**config.mk**
```make
export PLATFORM = sky130hd
export DESIGN_NAME = iebk_top
export DESIGN_NICKNAME = d
export VERILOG_FILES = /design/src/hw/iebk_pkg.sv /design/src/hw/iebk_enable_reg.sv /design/src/hw/iebk_top.sv
export SDC_FILE = /design/constraint.sdc
export NUM_CORES = 1
export LEC_CHECK = 0
export BUFFER_PORTS_ARGS = -buffer_cell sky130_fd_sc_hd__buf_2
export CORE_MARGIN = 2
export CORE_UTILIZATION = 43
export CTS_CLUSTER_DIAMETER = 200
export CTS_CLUSTER_SIZE = 20
export DETAILED_ROUTE_END_ITERATION = 10
export PLACE_DENSITY = 0.77
export SLEW_MARGIN = 25
export SYNTH_ARGS = -nofsm -noshare
export SYNTH_HDL_FRONTEND = slang
export SYNTH_SLANG_ARGS = --single-unit
```
**constraint.sdc**
```tcl
create_clock -name i_clk_sys -period 2.92 [get_ports i_clk_sys]
set_input_delay 0.292 -clock i_clk_sys [delete_from_list [all_inputs] [get_ports i_clk_sys]]
set_output_delay 0.292 -clock i_clk_sys [all_outputs]
set_load 0.02 [all_outputs]
```
**src/hw/iebk_pkg.sv**
```systemverilog
// package: register map, implemented-bit masks and reset values for the enable bank
package iebk_pkg;
  localparam int IEBK_NUM_REGS = 4;
  localparam int IEBK_DATA_W = 16;
  localparam int IEBK_ADDR_W = 4;
  // register offsets (word index on the plain register port)
  localparam logic [3:0] IEBK_OFS_BANK_1 = 4'h0;
  localparam logic [3:0] IEBK_OFS_BANK_2 = 4'h1;
  localparam logic [3:0] IEBK_OFS_BANK_3 = 4'h2;
  localparam logic [3:0] IEBK_OFS_BANK_4 = 4'h3;
  // status view of flag and enable per bank
  localparam logic [3:0] IEBK_OFS_PEND_1 = 4'h4;
  localparam logic [3:0] IEBK_OFS_PEND_4 = 4'h7;
  // implemented-bit masks
  localparam logic [15:0] IEBK_MASK_1 = 16'hfedf;
  localparam logic [15:0] IEBK_MASK_2 = 16'h3fe3;
  localparam logic [15:0] IEBK_MASK_3 = 16'h4066;
  localparam logic [15:0] IEBK_MASK_4 = 16'h210e;
  localparam logic [15:0] IEBK_RESET_VAL = 16'h0000;
  // bank 1 field positions
  localparam int IEBK_B1_UART_TWO_TRANSMIT_EN = 15;
  localparam int IEBK_B1_UART_TWO_RECEIVE_EN = 14;
  localparam int IEBK_B1_EXT_IRQ_TWO_EN = 13;
  localparam int IEBK_B1_TIMER_FIVE_EN = 12;
  localparam int IEBK_B1_TIMER_FOUR_EN = 11;
  localparam int IEBK_B1_OUT_COMPARE_FOUR_EN = 10;
  localparam int IEBK_B1_OUT_COMPARE_THREE_EN = 9;
  localparam int IEBK_B1_IN_CAPTURE_EIGHT_EN = 7;
  localparam int IEBK_B1_IN_CAPTURE_SEVEN_EN = 6;
  localparam int IEBK_B1_EXT_IRQ_ONE_EN = 4;
  localparam int IEBK_B1_CHANGE_NOTIFY_EN = 3;
  localparam int IEBK_B1_COMPARATOR_IRQ_EN = 2;
  localparam int IEBK_B1_I2C_ONE_MASTER_EN = 1;
  localparam int IEBK_B1_I2C_ONE_SLAVE_EN = 0;
  // bank 2 field positions
  localparam int IEBK_B2_PARALLEL_PORT_EN = 13;
  localparam int IEBK_B2_OUT_COMPARE_EIGHT_EN = 12;
  localparam int IEBK_B2_OUT_COMPARE_FIVE_EN = 9;
  localparam int IEBK_B2_IN_CAPTURE_SIX_EN = 8;
  localparam int IEBK_B2_IN_CAPTURE_THREE_EN = 5;
  localparam int IEBK_B2_SPI_TWO_EVENT_EN = 1;
  localparam int IEBK_B2_SPI_TWO_FAULT_EN = 0;
  // bank 3 field positions
  localparam int IEBK_B3_CALENDAR_CLOCK_EN = 14;
  localparam int IEBK_B3_EXT_IRQ_FOUR_EN = 6;
  localparam int IEBK_B3_EXT_IRQ_THREE_EN = 5;
  localparam int IEBK_B3_I2C_TWO_MASTER_EN = 2;
  localparam int IEBK_B3_I2C_TWO_SLAVE_EN = 1;
  // bank 4 field positions
  localparam int IEBK_B4_CHARGE_TIME_UNIT_EN = 13;
  localparam int IEBK_B4_LOW_VOLTAGE_DETECT_EN = 8;
  localparam int IEBK_B4_CRC_GENERATOR_EN = 3;
  localparam int IEBK_B4_UART_TWO_ERROR_EN = 2;
  localparam int IEBK_B4_UART_ONE_ERROR_EN = 1;
endpackage : iebk_pkg

```
**src/hw/iebk_enable_reg.sv**
```systemverilog
// one 16-bit enable register with fixed implemented-bit mask
`timescale 1ns/1ps
`default_nettype none
module iebk_enable_reg
  import iebk_pkg::*;
#(
  parameter logic [15:0] IMPL_MASK = 16'hffff
)
(
  input wire logic i_clk_sys,
  input wire logic i_rst,
  input wire logic i_wr,
  input wire logic [15:0] i_wdata,
  input wire logic [15:0] i_flags,
  output logic [15:0] o_value,
  output logic [15:0] o_req
);
  logic [15:0] en_r;
  logic [15:0] en_nxt;

  // unimplemented positions never store anything
  assign en_nxt = i_wr ? (i_wdata & IMPL_MASK) : en_r;

  // power-on clear, so every source starts disabled
  always_ff @(posedge i_clk_sys or posedge i_rst)
  begin
    if (i_rst)
    begin
      en_r <= IEBK_RESET_VAL;
    end
    else
    begin
      en_r <= en_nxt;
    end
  end

  // mask is applied again on read so a stray bit can never leak
  assign o_value = en_r & IMPL_MASK;
  // gate: request only when flag and enable both set; flags never touched
  assign o_req = i_flags & en_r & IMPL_MASK;
endmodule : iebk_enable_reg
`default_nettype wire

```
**src/hw/iebk_top.sv**
```systemverilog
// interrupt enable bank 1 to 4: registers, request gating and register port
//
// How it works
// - enable bit one passes request, zero blocks
// - unimplemented bits read zero, ignore writes
// - implemented bits read/write, cleared at reset
// - bank 1 upper byte field layout
// - bank 1 lower byte field layout
// - bank 3 field layout
// - bank 4 field layout
//
// Chosen here: the address-and-strobe port and the address map.
`timescale 1ns/1ps
`default_nettype none
module iebk_top
  import iebk_pkg::*;
(
  input wire logic i_clk_sys,
  input wire logic i_rst,
  input wire logic [3:0] i_addr,
  input wire logic [15:0] i_wdata,
  input wire logic i_wr,
  input wire logic i_rd,
  output logic [15:0] o_rdata,
  input wire logic [15:0] i_flags_1,
  input wire logic [15:0] i_flags_2,
  input wire logic [15:0] i_flags_3,
  input wire logic [15:0] i_flags_4,
  output logic [15:0] o_req_1,
  output logic [15:0] o_req_2,
  output logic [15:0] o_req_3,
  output logic [15:0] o_req_4,
  output logic o_any_req
);
  // masks per bank, held as a table indexed by bank number
  localparam logic [15:0] MASKS [4] = '{IEBK_MASK_1, IEBK_MASK_2, IEBK_MASK_3, IEBK_MASK_4};

  logic [15:0] flags [4];
  logic [15:0] value [4];
  logic [15:0] req [4];
  logic [3:0] wr_sel;
  logic [15:0] rdata_r;
  logic [15:0] rdata_nxt;
  logic [15:0] rd_mux;
  logic [3:0] rd_en_sel;
  logic [3:0] rd_pend_sel;
  logic [15:0] view [4];

  // named enables, one per source, read straight out of the bank registers
  logic uart_two_transmit_en;
  logic uart_two_receive_en;
  logic ext_irq_two_en;
  logic timer_five_en;
  logic timer_four_en;
  logic out_compare_four_en;
  logic out_compare_three_en;
  logic in_capture_eight_en;
  logic in_capture_seven_en;
  logic ext_irq_one_en;
  logic change_notify_en;
  logic comparator_irq_en;
  logic i2c_one_master_en;
  logic i2c_one_slave_en;
  logic parallel_port_en;
  logic out_compare_eight_en;
  logic out_compare_seven_en;
  logic out_compare_six_en;
  logic out_compare_five_en;
  logic in_capture_six_en;
  logic in_capture_five_en;
  logic in_capture_four_en;
  logic in_capture_three_en;
  logic spi_two_event_en;
  logic spi_two_fault_en;
  logic calendar_clock_en;
  logic ext_irq_four_en;
  logic ext_irq_three_en;
  logic i2c_two_master_en;
  logic i2c_two_slave_en;
  logic charge_time_unit_en;
  logic low_voltage_detect_en;
  logic crc_generator_en;
  logic uart_two_error_en;
  logic uart_one_error_en;

  // one-hot hit of four consecutive indices from a base; shared by write and read decode
  function automatic logic [3:0] bank_onehot(input logic [3:0] idx, input logic [3:0] base);
    logic [3:0] hit;
    hit = 4'h0;
    for (int b = 0; b < 4; b++)
    begin
      hit[b] = (idx == (base + 4'(b)));
    end
    return hit;
  endfunction : bank_onehot

  // flags come from logic on the same clock, so no synchroniser
  assign flags[0] = i_flags_1;
  assign flags[1] = i_flags_2;
  assign flags[2] = i_flags_3;
  assign flags[3] = i_flags_4;

  // write decode: one-hot of the four enable offsets
  assign wr_sel = i_wr ? bank_onehot(i_addr, IEBK_OFS_BANK_1) : 4'h0;
  // read decode: enable views at the low indices, pending views above them
  assign rd_en_sel = bank_onehot(i_addr, IEBK_OFS_BANK_1);
  assign rd_pend_sel = bank_onehot(i_addr, IEBK_OFS_PEND_1);

  // one register per bank; masks fix the field layouts of each bank
  generate
    for (genvar g = 0; g < IEBK_NUM_REGS; g++)
    begin : g_bank
      iebk_enable_reg #(
        .IMPL_MASK(MASKS[g])
      ) u_reg (
        .i_clk_sys(i_clk_sys),
        .i_rst(i_rst),
        .i_wr(wr_sel[g]),
        .i_wdata(i_wdata),
        .i_flags(flags[g]),
        .o_value(value[g]),
        .o_req(req[g])
      );
    end
  endgenerate

  // bank 1 fields; bits 8 and 5 are holes
  assign uart_two_transmit_en = value[0][IEBK_B1_UART_TWO_TRANSMIT_EN];
  assign uart_two_receive_en = value[0][IEBK_B1_UART_TWO_RECEIVE_EN];
  assign ext_irq_two_en = value[0][IEBK_B1_EXT_IRQ_TWO_EN];
  assign timer_five_en = value[0][IEBK_B1_TIMER_FIVE_EN];
  assign timer_four_en = value[0][IEBK_B1_TIMER_FOUR_EN];
  assign out_compare_four_en = value[0][IEBK_B1_OUT_COMPARE_FOUR_EN];
  assign out_compare_three_en = value[0][IEBK_B1_OUT_COMPARE_THREE_EN];
  assign in_capture_eight_en = value[0][IEBK_B1_IN_CAPTURE_EIGHT_EN];
  assign in_capture_seven_en = value[0][IEBK_B1_IN_CAPTURE_SEVEN_EN];
  assign ext_irq_one_en = value[0][IEBK_B1_EXT_IRQ_ONE_EN];
  assign change_notify_en = value[0][IEBK_B1_CHANGE_NOTIFY_EN];
  assign comparator_irq_en = value[0][IEBK_B1_COMPARATOR_IRQ_EN];
  assign i2c_one_master_en = value[0][IEBK_B1_I2C_ONE_MASTER_EN];
  assign i2c_one_slave_en = value[0][IEBK_B1_I2C_ONE_SLAVE_EN];

  // bank 2 fields; compare and capture channels sit in descending runs
  assign parallel_port_en = value[1][IEBK_B2_PARALLEL_PORT_EN];
  assign out_compare_eight_en = value[1][IEBK_B2_OUT_COMPARE_EIGHT_EN];
  assign out_compare_seven_en = value[1][IEBK_B2_OUT_COMPARE_FIVE_EN + 2];
  assign out_compare_six_en = value[1][IEBK_B2_OUT_COMPARE_FIVE_EN + 1];
  assign out_compare_five_en = value[1][IEBK_B2_OUT_COMPARE_FIVE_EN];
  assign in_capture_six_en = value[1][IEBK_B2_IN_CAPTURE_SIX_EN];
  assign in_capture_five_en = value[1][IEBK_B2_IN_CAPTURE_THREE_EN + 2];
  assign in_capture_four_en = value[1][IEBK_B2_IN_CAPTURE_THREE_EN + 1];
  assign in_capture_three_en = value[1][IEBK_B2_IN_CAPTURE_THREE_EN];
  assign spi_two_event_en = value[1][IEBK_B2_SPI_TWO_EVENT_EN];
  assign spi_two_fault_en = value[1][IEBK_B2_SPI_TWO_FAULT_EN];

  // bank 3 fields; external inputs still need routing by software
  assign calendar_clock_en = value[2][IEBK_B3_CALENDAR_CLOCK_EN];
  assign ext_irq_four_en = value[2][IEBK_B3_EXT_IRQ_FOUR_EN];
  assign ext_irq_three_en = value[2][IEBK_B3_EXT_IRQ_THREE_EN];
  assign i2c_two_master_en = value[2][IEBK_B3_I2C_TWO_MASTER_EN];
  assign i2c_two_slave_en = value[2][IEBK_B3_I2C_TWO_SLAVE_EN];

  // bank 4 fields
  assign charge_time_unit_en = value[3][IEBK_B4_CHARGE_TIME_UNIT_EN];
  assign low_voltage_detect_en = value[3][IEBK_B4_LOW_VOLTAGE_DETECT_EN];
  assign crc_generator_en = value[3][IEBK_B4_CRC_GENERATOR_EN];
  assign uart_two_error_en = value[3][IEBK_B4_UART_TWO_ERROR_EN];
  assign uart_one_error_en = value[3][IEBK_B4_UART_ONE_ERROR_EN];

  // read views rebuilt field by field, holes tied low so they always read zero
  assign view[0] = {uart_two_transmit_en, uart_two_receive_en, ext_irq_two_en, timer_five_en, timer_four_en,
    out_compare_four_en, out_compare_three_en, 1'h0, in_capture_eight_en, in_capture_seven_en, 1'h0,
    ext_irq_one_en, change_notify_en, comparator_irq_en, i2c_one_master_en, i2c_one_slave_en};
  assign view[1] = {2'h0, parallel_port_en, out_compare_eight_en, out_compare_seven_en, out_compare_six_en,
    out_compare_five_en, in_capture_six_en, in_capture_five_en, in_capture_four_en, in_capture_three_en,
    3'h0, spi_two_event_en, spi_two_fault_en};
  assign view[2] = {1'h0, calendar_clock_en, 7'h00, ext_irq_four_en, ext_irq_three_en, 2'h0,
    i2c_two_master_en, i2c_two_slave_en, 1'h0};
  assign view[3] = {2'h0, charge_time_unit_en, 4'h0, low_voltage_detect_en, 4'h0, crc_generator_en,
    uart_two_error_en, uart_one_error_en, 1'h0};

  // gated requests toward priority arbitration
  assign o_req_1 = req[0];
  assign o_req_2 = req[1];
  assign o_req_3 = req[2];
  assign o_req_4 = req[3];
  assign o_any_req = |{req[0], req[1], req[2], req[3]};

  // read mux; pending view lets software see flag-and-enable; unmapped reads zero
  // and-or select; the two decodes never hit together, so no priority is needed
  assign rd_mux = ({16{rd_en_sel[0]}} & view[0]) | ({16{rd_en_sel[1]}} & view[1])
    | ({16{rd_en_sel[2]}} & view[2]) | ({16{rd_en_sel[3]}} & view[3])
    | ({16{rd_pend_sel[0]}} & req[0]) | ({16{rd_pend_sel[1]}} & req[1])
    | ({16{rd_pend_sel[2]}} & req[2]) | ({16{rd_pend_sel[3]}} & req[3]);

  // read data stands only in the cycle after the strobe
  assign rdata_nxt = i_rd ? rd_mux : 16'h0000;

  always_ff @(posedge i_clk_sys or posedge i_rst)
  begin
    if (i_rst)
    begin
      rdata_r <= 16'h0000;
    end
    else
    begin
      rdata_r <= rdata_nxt;
    end
  end

  assign o_rdata = rdata_r;
endmodule : iebk_top
`default_nettype wire
```
Word level (Yosys, flattened, before mapping) --
Index checks and enable logic that the tools add are counted.
Word-level totals: flip-flop bits (word level) 51, bits of input ports 88, output and inout port bits 81
Cells by class: equal/unequal tests 7, multiplexer cells 2, bitwise operators 19, reduce and logical (&&, ||, !) cells 2
Operators with widths (count):
- 16-bit bitwise OR | 7
- 16-bit by 14-bit AND with 16-bit output | 4
- 16-bit AND | 3
- 35-bit OR reduction | 1
- 16-bit by 15-bit AND with 16-bit output | 2
- 14-bit AND | 2
- 4-bit by 3-bit == test with 1-bit output, second input constant | 4
- 16-bit 2-to-1 mux | 1
- 15-bit AND | 1
- 4-bit by 2-bit == test with 1-bit output, second input constant | 2
- 4-bit by 1-bit == test with 1-bit output, second input constant | 1
- 4-bit zero test | 1
- 4-bit 2-to-1 mux | 1

Logic depth before layout (Yosys ltp) --
Gate-level depths: netlist of the first run.
word-level depth 10, mapped depth 6

By module --
A second synthesis of the first run with hierarchy kept.
Second synthesis, totals: cells, all modules 349, area, all modules 3618.5 um2
By module, submodules not included:
- iebk_top | times used 1, cells an instance 176, area an instance 1604.0 um2, seq. area each 400.4 um2
- iebk_enable_reg at g_bank[2].u_reg ... | times used 2, cells an instance 39, area an instance 385.4 um2, seq. area each 125.1 um2
- iebk_enable_reg at g_bank[0].u_reg | times used 1, cells an instance 49, area an instance 644.4 um2, seq. area each 350.3 um2
- iebk_enable_reg at g_bank[1].u_reg | times used 1, cells an instance 46, area an instance 599.3 um2, seq. area each 275.3 um2

Worst setup path before layout of the first run --
Ideal clock, no wire load.
path kind register to output, start register g_bank[3].u_reg.en_r[13], end output port o_any_req, arrival time 2.076 ns, required time 2.628 ns, path slack 0.552 ns, stages on the path, launching flop included 5, path through dfrtp_1 and2_1 or4_1 or4_1 or4_1
On the way: cells in the longest elaborated chain, start to end 2
Ends and longest elaborated chain:
- start: declaration | RTL line iebk_enable_reg.sv:18 | logic [15:0] en_r;
- start signal: assignment | RTL line iebk_enable_reg.sv:33 | en_r <= en_nxt;
- 14-bit AND | RTL line iebk_enable_reg.sv:40 | assign o_req = i_flags & en_r & IMPL_MASK;
- via o_req_4[13] | RTL line iebk_top.sv:32 | output logic [15:0] o_req_4,
- 35-bit OR reduction | RTL line iebk_top.sv:187 | assign o_any_req = |{req[0], req[1], req[2], req[3]};
- end: declaration | RTL line iebk_top.sv:33 | output logic o_any_req
The timed path passes the listed nets, and every way through them passes these cells.

Worst setup path in the final report of the first run --
start register g_bank[0].u_reg.en_r[1], end output port o_any_req
On the way: cells in the longest elaborated chain, start to end 2
Ends and longest elaborated chain (RTL line):
- start: declaration | iebk_enable_reg.sv:18
- start signal: assignment | iebk_enable_reg.sv:33
- 16-bit AND | iebk_enable_reg.sv:40
- 35-bit OR reduction | iebk_top.sv:187
No other way between the ends.

==> out/metrics.cfg, run 1 <==
[status]
outcome=finished, final reports clean

[cts]
post_cts_buffers=0
htreeDepth=2
clk_latency_ns=0.30
clockBufferDepth=2
path_clk_slew_ns=0.10
cts_made_buffers=5
cts.sinks=51
cts_tree=done
root_buffer=clkbuf_8

[floorplanning]
ioPinCount=169
die_w_um=84.17
die_h_um=84.17
initial_core_util_pct=44.03
dieArea_um2=7085
rows=29
core_um2=6277

[yosys]
synth_ff_type=dfrtp_1
yosys-top-cells-count=51 x dfrtp_1, 35 x mux2_2, 32 x and2_1
synthesis.area_um2=2764
synthArstFlopShare_pct=100.0
syn_avg_cell_area_um2=10.75
synth_top_area_share_pct=46.17
ys_types=39
synth_cells=257
synth-edff-count=0
synth-seq-cells=51
yosys.cell_count.top_type=dfrtp_1
yosysTopAreaCell=dfrtp_1
yosysWarnings=0
yosys-top-cells-area=dfrtp_1 46%, mux2_2 14%, buf_4 7.9%
ys_seq_area_share_pct=46.17

[power_and_ir_drop]
power.clock.fraction_pct=23.3
power_switching_share_pct=33.54
switchingPower_uw=649.4
power.internal_mw=1.287
power_mw=1.936
p_leak_nw=1.721
ir_drop_mv=0.2796
p_seq_share_pct=47.3
cellPowerDensity_nw_per_um2=568.9
p_comb_share_pct=29.4

[worst_setup_path]
r2r-end=o_rdata[8]
critPathArrivalTime_ns=2.56
crit_path_start=g_bank[0].u_reg.en_r[1]
path_common_cell=or4_1
r2r-start=g_bank[3].u_reg.en_r[8]
worstSetupEndpoint=o_any_req
ff2ff_path_depth=4
path_cells=and2_4 -> or4_1 -> or4_1 -> or4_4 -> buf_2
cp-end-kind=output port
cp_slowest_cell=or4_4
start_kind=register
crit_fanout=3
worstPathRequired_ns=2.63
max_stage_delay_ns=0.56
crit_type=reg -> out
worst-r2r-setup-slack_ns=1.80

[placement]
portBuffers=110
place.detailed.hpwl_um=5831
place.gp.congestion=0.8992

[sta]
hold_viol=0
fin_setup_tns_ns=0
setup_viol=0
fin_skew_ns=0.005273
slew_headroom_pct=40.30
final_max_slew_viol_count=0
worst_slew_pin_slew_ns=0.8944
finalCriticalPeriod_ns=2.851
fmax_mhz=350.8
rsz0062_at_grt=no
period_share_pct=97.64

[finish]
syn2layout_area_growth_pct=23.13
drive_above_1_share_pct=45.53
num-fill-cells=607
fin_nets=456
final-seq-area_um2=1276
multi_input_area_um2=1330
num_antenna_cells=0

[min_path]
min_path_type=in -> async

[drt]
vias_per_cell=5.426
drt-pass1-iter-count=4
drc=0
dr.first_iter.drc_count=190
avgRoutedWirePerCell_um=17.39
ant_nets=0
finalWirelength_um=7754
vias=2420

[global_routing]
antenna_found_initial=0
gr-usage-all-layers_pct=21.87
grt_pass1_wl_um=12150
grt_max_degree=52
grt_overflow=0
grt_pass1_vias=2359

[run]
drv_cap=0

[worst max-delay path, delay by kind of cell (launching register included)]
kind                   cells  cell delay [ns]
DFF                        1             0.41
buffers and inverters      1             0.18
and+or+nand+nor            4             1.67
[flip-flops by register name, summed over array words and instances (netlist names)]
signal             cells
o_rdata               16
g_bank.u_reg.en_r     35
[area by class of cell]
cell class / instances / area share (%)
timing repair buffer: 114 / 17.06
sequential: 51 / 37.50
multi-input combinational: 191 / 39.08
inverter: 5 / 0.5882
clock buffer: 8 / 2.941
tap: 77 / 2.831
[repair_timing]
item | in CTS | in global routing
hold buffers | 0 | 0
gates resized for setup | 0 | 1
setup endpoints to repair | 0 | 1
[worst min path at each step]
stage | start | to | slack (ns) | cells past startpoint
final | i_rst | g_bank[1].u_reg.en_r[11] | 0.15 | 2
after global routing | i_rst | g_bank[0].u_reg.en_r[14] | 0.20 | 2
after detailed placement | g_bank[0].u_reg.en_r[4] | o_rdata[4] | 0.50 | 2
after CTS | i_wdata[4] | g_bank[0].u_reg.en_r[4] | 0.22 | 2
after global placement | g_bank[0].u_reg.en_r[15] | o_rdata[15] | 0.50 | 2
after floorplan | i_rd | o_rdata[15] | 0.41 | 2
[power groups by stage]
stage / Clock [mW] / Combinational (mW) / Sequential, mW
floorplan: 0 / 0.409 / 0.907
global placement: 0 / 0.558 / 0.917
detailed placement: 0 / 0.569 / 0.926
CTS: 0.460 / 0.571 / 0.912
global route: 0.493 / 0.617 / 0.928
finish: 0.452 / 0.570 / 0.915
[layout by cell type, fill, tap and decap left out, drive strengths merged, types with 3 or more instances in the layout]
master     n
a22oi     20
mux2      35
or2        3
nor3       4
o2111ai    3
nor2       5
a21oi     14
nand3      3
clkbuf     8
conb      29
inv        3
and2      35
or4        7
o211ai     3
nand2      9
buf      114
dfrtp     51
[cell families after synthesis]
group | share of synthesized area (%)
and+or+nand+nor | 17.34
other | 0.1357
muxes | 14.26
AOI/OAI and AO/OA | 12.22
buffers and inverters | 9.868
DFF | 46.17
[routing by layer]
metal | GRT usage [%] | up-vias | part of all wire [%]
li1 | - | 1086 | -
met2 | 37.52 | 116 | 51
met4 | 7.918 | 0 | 1.8
met3 | 3.343 | 13 | 6.5
met1 | 28.11 | 1205 | 41
met5 | 0 | - | 0
[stage by stage]
stage | hold slack [ns] | setup WS (ns) | area, um2 | util, % | instances
detailed placement | 0.5040 | 0.3664 | 3298 | 52.54 | 438
global route | 0.2019 | 0.005524 | 3403 | 54.22 | 446
global placement | 0.4964 | 0.3599 | 3298 | 52.54 | 438
finish | 0.1475 | 0.06899 | 3403 | 54.22 | 446
CTS | 0.2227 | 0.04086 | 3398 | 54.14 | 446
floorplan | 0.4123 | 0.5517 | 2869 | - | 285
Power figures use the tool's default switching activity.
==> inputs of run 2 (changes only) <==
--- a/config.mk
+++ b/config.mk
@@ -6,7 +6,6 @@
 export NUM_CORES = 1
 export LEC_CHECK = 0
 export BUFFER_PORTS_ARGS = -buffer_cell sky130_fd_sc_hd__buf_2
-export CORE_MARGIN = 2
 export CORE_UTILIZATION = 43
 export CTS_CLUSTER_DIAMETER = 200
 export CTS_CLUSTER_SIZE = 20
==> run 2 against run 1 <==
Against the previous run: worst hold slack got worse by 0.074 ns; power increased by 5.7%; wire length decreased by 5.2%; utilization increased by 2.4 points; critical path depth unchanged; setup slack improved by 0.016 ns; sequential power about the same; combinational power decreased by 1%; clock power increased by 26%; largest power group unchanged.
==> out/metrics.cfg, run 2 (synthesized netlist as in run 1, its figures left out) <==
[sta]
worst_slew_pin_slew_ns=0.7553  ; -0.1391 ns
period_share_pct=97.08  ; -0.56 points
fin_skew_ns=0.008440  ; +0.003167 ns
setup_slack_ns=0.08533  ; +0.01634 ns
setup_viol=0  ; unchanged
hold_viol=0  ; unchanged
finalCriticalPeriod_ns=2.835  ; -0.01634 ns
slew_headroom_pct=49.52  ; +9.2 points
final_max_slew_viol_count=0  ; unchanged
fmax_mhz=352.8  ; +0.58%
rsz0062_at_grt=no
fin_setup_tns_ns=0  ; unchanged

[run]
drv_cap=0  ; unchanged

[cts]
htreeDepth=2  ; unchanged
cts_made_buffers=5  ; unchanged
clk_latency_ns=0.30  ; about the same
hold_buffers=0  ; unchanged
root_buffer=clkbuf_8
clockBufferDepth=2  ; unchanged
post_cts_buffers=0  ; unchanged
cts_tree=done
cts.sinks=51  ; unchanged
path_clk_slew_ns=0.09  ; about the same
cts_resized=0  ; unchanged

[worst_setup_path]
path_buf_inv=1  ; unchanged
start_kind=register
crit_type=reg -> out
cp-end-kind=output port
worstPathRequired_ns=2.63  ; about the same
path_common_cell=or4_1
crit_fanout=3  ; unchanged
critPathArrivalTime_ns=2.54  ; -0.02 ns
max_stage_delay_ns=0.52  ; -0.04 ns
cp_slowest_cell=or4_1
crit_family=simple AND/OR/NAND/NOR gates
path_cells=and2_4 -> or4_1 -> or4_1 -> or4_1 -> buf_2

[finish]
num_antenna_cells=0  ; unchanged
instances_no_fill=444  ; -0.45%
largest_reg_flops=35  ; unchanged
fin_nets=456  ; unchanged
final_cell_mix=110 x buf_2, 51 x dfrtp_1, 35 x mux2_2
top_register=g_bank.u_reg.en_r
syn2layout_area_growth_pct=24.13
drive_above_1_share_pct=45.26  ; -0.27 points
post-route-util_pct=56.61  ; +2.4 points
mostFrequentLayoutCell=buf_2

[placement]
dpl_worst_slack_ns=0.4148  ; +0.04838 ns
dp.cells=436  ; -0.46%
place.detailed.hpwl_um=5636  ; -3.4%
portBuffers=110  ; unchanged
place.gp.congestion=0.9247  ; +2.8%

[min_path]
min_path_type=in -> async

[floorplanning]
initial_core_util_pct=45.60  ; +1.6 points
die_h_um=82.17  ; -2.4%
ioPinCount=169  ; unchanged
core_um2=6061  ; -3.4%
dieArea_um2=6752  ; -4.7%
rows=28  ; -3.4%
die_w_um=82.17  ; -2.4%

[global_routing]
gr-usage-all-layers_pct=22.83  ; +0.96 points
grt_busiest_layer=met2
grt_pass1_wl_um=11110  ; -8.6%
grt_pass1_vias=2105  ; -11%
grt_max_degree=52  ; unchanged
met3_usage_pct=4.066  ; +0.72 points
grt_use_met1_pct=30.05  ; +1.9 points
antenna_found_initial=0  ; unchanged
use_met2_pct=39.17  ; +1.7 points
grt_overflow=0  ; unchanged

[power_and_ir_drop]
cellPowerDensity_nw_per_um2=596.3  ; +4.8%
ir_drop_mv=0.3464  ; +24%
p_leak_nw=1.734  ; +0.74%

[drt]
drt-pass1-iter-count=4  ; unchanged
avgRoutedWirePerCell_um=16.55  ; -4.8%
finalWirelength_um=7347  ; -5.2%
drc=0  ; unchanged
dr.first_iter.drc_count=187  ; -1.6%
ant_nets=0  ; unchanged
vias_per_cell=5.322  ; -1.9%
vias=2363  ; -2.4%

[status]
outcome=finished, final reports clean

[run 2: power breakdown]
group / total [mW] / internal, mW / switching [mW]
logic: 0.564 / 0.242 / 0.322
registers: 0.913 / 0.828 / 0.0851
clock network: 0.569 / 0.343 / 0.226
total: 2.05 / 1.41 / 0.633
[run 2: worst register-to-register path, delay by kind of cell (launching register included)]
kind / cells / cell delay [ns]
AND/OR/NAND/NOR: 2 / 0.26
flip-flops: 1 / 0.40
AO/OA/AOI/OAI: 2 / 0.32
[run 2: final timing paths]
kind	from	to	slack [ns]	cells past startpoint
max	g_bank[0].u_reg.en_r[1]	o_any_req	0.09	5
max in group asynchronous	i_rst	g_bank[0].u_reg.en_r[0]	2.41	2
min in group i_clk_sys	i_wdata[11]	g_bank[0].u_reg.en_r[11]	0.23	2
max reg2reg	g_bank[3].u_reg.en_r[8]	o_rdata[8]	1.82	4
min reg2reg	g_bank[0].u_reg.en_r[4]	o_rdata[4]	0.52	2
min	i_rst	g_bank[0].u_reg.en_r[11]	0.07	2
[run 2: area by class of cell]
class                           count  area, um2
Sequential cell                    51       1276
Clock inverter                      2      60.06
Clock buffer                        6      72.57
Fill cell                         567       2630
Timing Repair Buffer              114      580.6
Inverter                            5      21.27
Multi-Input combinational cell    191       1326
Tap cell                           75      93.84
[run 2: metrics by stage]
step                      cell area [um2]  power (mW)  hold WS, ns
after floorplan                      2869       1.316       0.4123
after global placement               3296       1.476       0.4956
after detailed placement             3298       1.493       0.4250
after CTS                            3431       2.059      0.09472
after global routing                 3431       2.147       0.1239
final                                3431       2.046      0.07299
[run 2: metal layers]
layer | vias up | wire (um)
met5 | - | 0
met4 | 0 | 43
met3 | 2 | 513
met2 | 114 | 3666
met1 | 1155 | 3124
li1 | 1092 | -
==> inputs of run 3 (changes only) <==
--- a/config.mk
+++ b/config.mk
@@ -6,12 +6,13 @@
 export NUM_CORES = 1
 export LEC_CHECK = 0
 export BUFFER_PORTS_ARGS = -buffer_cell sky130_fd_sc_hd__buf_2
-export CORE_UTILIZATION = 43
+export CORE_UTILIZATION = 48
 export CTS_CLUSTER_DIAMETER = 200
 export CTS_CLUSTER_SIZE = 20
 export DETAILED_ROUTE_END_ITERATION = 10
-export PLACE_DENSITY = 0.77
+export PLACE_DENSITY = 0.79
 export SLEW_MARGIN = 25
 export SYNTH_ARGS = -nofsm -noshare
 export SYNTH_HDL_FRONTEND = slang
+export SYNTH_HIERARCHICAL = 1
 export SYNTH_SLANG_ARGS = --single-unit
==> run 3 against run 2 <==
Against the previous run: non-clock buffer count increased by 3; power increased by 0.99%; sequential share of layout area decreased by 4.7 points; first-iteration DRC count increased by 48%; worst hold slack improved by 0.14 ns; sequential cell count unchanged; register-to-register slack got worse by 0.45 ns; global-route usage increased by 4.3 points; wire length increased by 33%; design area increased by 15%; synthesized cell count increased by 25%.
==> out/metrics.cfg, run 3 <==
[status]
outcome=finished, final reports clean

[finish]
mostFrequentLayoutCell=buf_2
fin_nets=511  ; +12%
final_cell_mix=110 x buf_2, 51 x dfrtp_1, 39 x and2_1
num_antenna_cells=0  ; unchanged
drive_above_1_share_pct=37.12  ; -8.1 points
top_register=g_bank.u_reg/en_r
syn2layout_area_growth_pct=15.53
largest_reg_flops=35  ; unchanged

[drt]
drc=0  ; unchanged
avgRoutedWirePerCell_um=18.78  ; +14%
vias=3030  ; +28%
dr.first_iter.drc_count=276  ; +48%
ant_nets=0  ; unchanged
finalWirelength_um=9748  ; +33%
drt-pass1-iter-count=8  ; +4
vias_per_cell=5.838  ; +9.7%

[cts]
cts_made_buffers=5  ; unchanged
cts_tree=done
post_cts_buffers=0  ; unchanged
cts_resized=0  ; unchanged
path_clk_slew_ns=0.09  ; about the same
clockBufferDepth=2  ; unchanged
root_buffer=clkbuf_8
htreeDepth=2  ; unchanged
cts.sinks=51  ; unchanged
clk_latency_ns=0.30  ; about the same

[yosys]
syn_avg_cell_area_um2=10.63  ; -1.2%
synthesis.area_um2=3401  ; +23%
yosysWarnings=6  ; +6
synth_cells=320  ; +25%

[worst_setup_path]
worstPathRequired_ns=2.63  ; about the same
r2r-start=g_bank[0].u_reg/en_r[13]
crit_path_start=g_bank[3].u_reg/en_r[13]
max_stage_delay_ns=0.57  ; +0.05 ns
path_cells=and2_1 -> nor4_1 -> nand4_1 -> or4_1 -> buf_2
cp-end-kind=output port
crit_type=reg -> out
cp_slowest_cell=or4_1
start_kind=register
crit_fanout=3  ; unchanged
critPathArrivalTime_ns=2.30  ; -0.24 ns

[placement]
portBuffers=110  ; unchanged
place.detailed.hpwl_um=7644  ; +36%
place.gp.congestion=0.9610  ; +3.9%

[min_path]
hp-start=i_wdata[14]
min_path_type=in -> reg

[global_routing]
grt_pass1_wl_um=15170  ; +37%
antenna_found_initial=0  ; unchanged
gr-usage-all-layers_pct=27.13  ; +4.3 points
grt_pass1_vias=2928  ; +39%
grt_max_degree=26  ; -50%
grt_overflow=0  ; unchanged

[sta]
final_max_slew_viol_count=0  ; unchanged
finalCriticalPeriod_ns=2.590  ; -0.2451 ns
slew_headroom_pct=50.85  ; +1.3 points
hold_slack_ns=0.2175  ; +0.1445 ns
rsz0062_at_grt=no
fin_skew_ns=0.003855  ; -0.004585 ns
setup_viol=0  ; unchanged
worst_slew_pin_slew_ns=0.7365  ; -0.01889 ns
fin_setup_tns_ns=0  ; unchanged
fmax_mhz=386.2  ; +9.5%
period_share_pct=88.68  ; -8.4 points
hold_viol=0  ; unchanged

[floorplanning]
initial_core_util_pct=49.78  ; +4.2 points
rows=30  ; +7.1%
die_w_um=86.17  ; +4.9%
ioPinCount=169  ; unchanged
core_um2=6832  ; +13%
dieArea_um2=7425  ; +10%
die_h_um=86.17  ; +4.9%

[power_and_ir_drop]
power_switching_share_pct=34.37  ; +3.4 points
cellPowerDensity_nw_per_um2=525.8  ; -12%
switchingPower_uw=710.0  ; +12%
p_leak_nw=1.903  ; +9.7%
power.clock.fraction_pct=23.0  ; -4.8 points
power.internal_mw=1.356  ; -4.0%
p_seq_share_pct=44.9  ; +0.3 points
power_mw=2.066  ; +0.99%
p_comb_share_pct=32.1  ; +4.5 points
ir_drop_mv=0.2205  ; -36%

[run]
drv_cap=0  ; unchanged

run 3: final timing paths:
kind / end / slack (ns) / depth (start not counted)
max: o_any_req / 0.33 / 5
min: g_bank[2].u_reg/en_r[14] / 0.22 / 2
max reg2reg: o_rdata[13] / 1.37 / 4
min reg2reg: g_bank[3].u_reg/en_r[1] / 0.51 / 1
max in group asynchronous: g_bank[0].u_reg/en_r[3] / 1.74 / 3
min in group asynchronous: g_bank[3].u_reg/en_r[13] / 0.48 / 3
run 3: worst max-delay path, delay by kind of cell (launching register included):
| kind | cells | cell delay (ns) |
|---|---|---|
| and+or+nand+nor | 4 | 1.42 |
| DFF | 1 | 0.39 |
| buffers and inverters | 1 | 0.18 |
run 3: through the flow:
stage | util, % | worst slack, ns | cells | area, um2
2_1_floorplan | - | 1.024 | 345 | 3495
3_3_place_gp | 55.86 | 0.7542 | 511 | 3816
5_1_grt | 57.51 | 0.3550 | 519 | 3929
3_5_place_dp | 55.86 | 0.7409 | 511 | 3816
4_1_cts | 57.51 | 0.4301 | 519 | 3929
6_report | 57.51 | 0.3304 | 519 | 3929
run 3: power groups by stage:
stage / combinational, mW / sequential (mW) / clock [mW]
global placement: 0.633 / 0.937 / 0
global route: 0.709 / 0.944 / 0.517
finish: 0.663 / 0.928 / 0.476
detailed placement: 0.646 / 0.940 / 0
floorplan: 0.491 / 0.912 / 0
CTS: 0.650 / 0.926 / 0.482
run 3: final cells by class:
| class | instances | area, um2 |
|---|---|---|
| fillers | 654 | 2903 |
| multi-input cells | 242 | 1802 |
| clock buffers | 6 | 72.57 |
| well taps | 96 | 120.1 |
| clock inverters | 1 | 30.03 |
| flip-flops and latches | 51 | 1276 |
| inverters | 6 | 22.52 |
| repair buffers | 117 | 605.6 |
run 3: layer usage:
metal | vias to the layer above | share of wire [%] | track usage [%]
met3 | 35 | 10 | 6.381
met4 | 0 | 3.4 | 12.12
met5 | - | 0 | 0
li1 | 1339 | - | -
met1 | 1456 | 40 | 35.07
met2 | 200 | 47 | 43.43
run 3: repair_timing:
action / in CTS / in global routing
hold buffers: 1 / 0
endpoints found under the hold margin: 10 / 0
setup endpoints to repair: 0 / 0
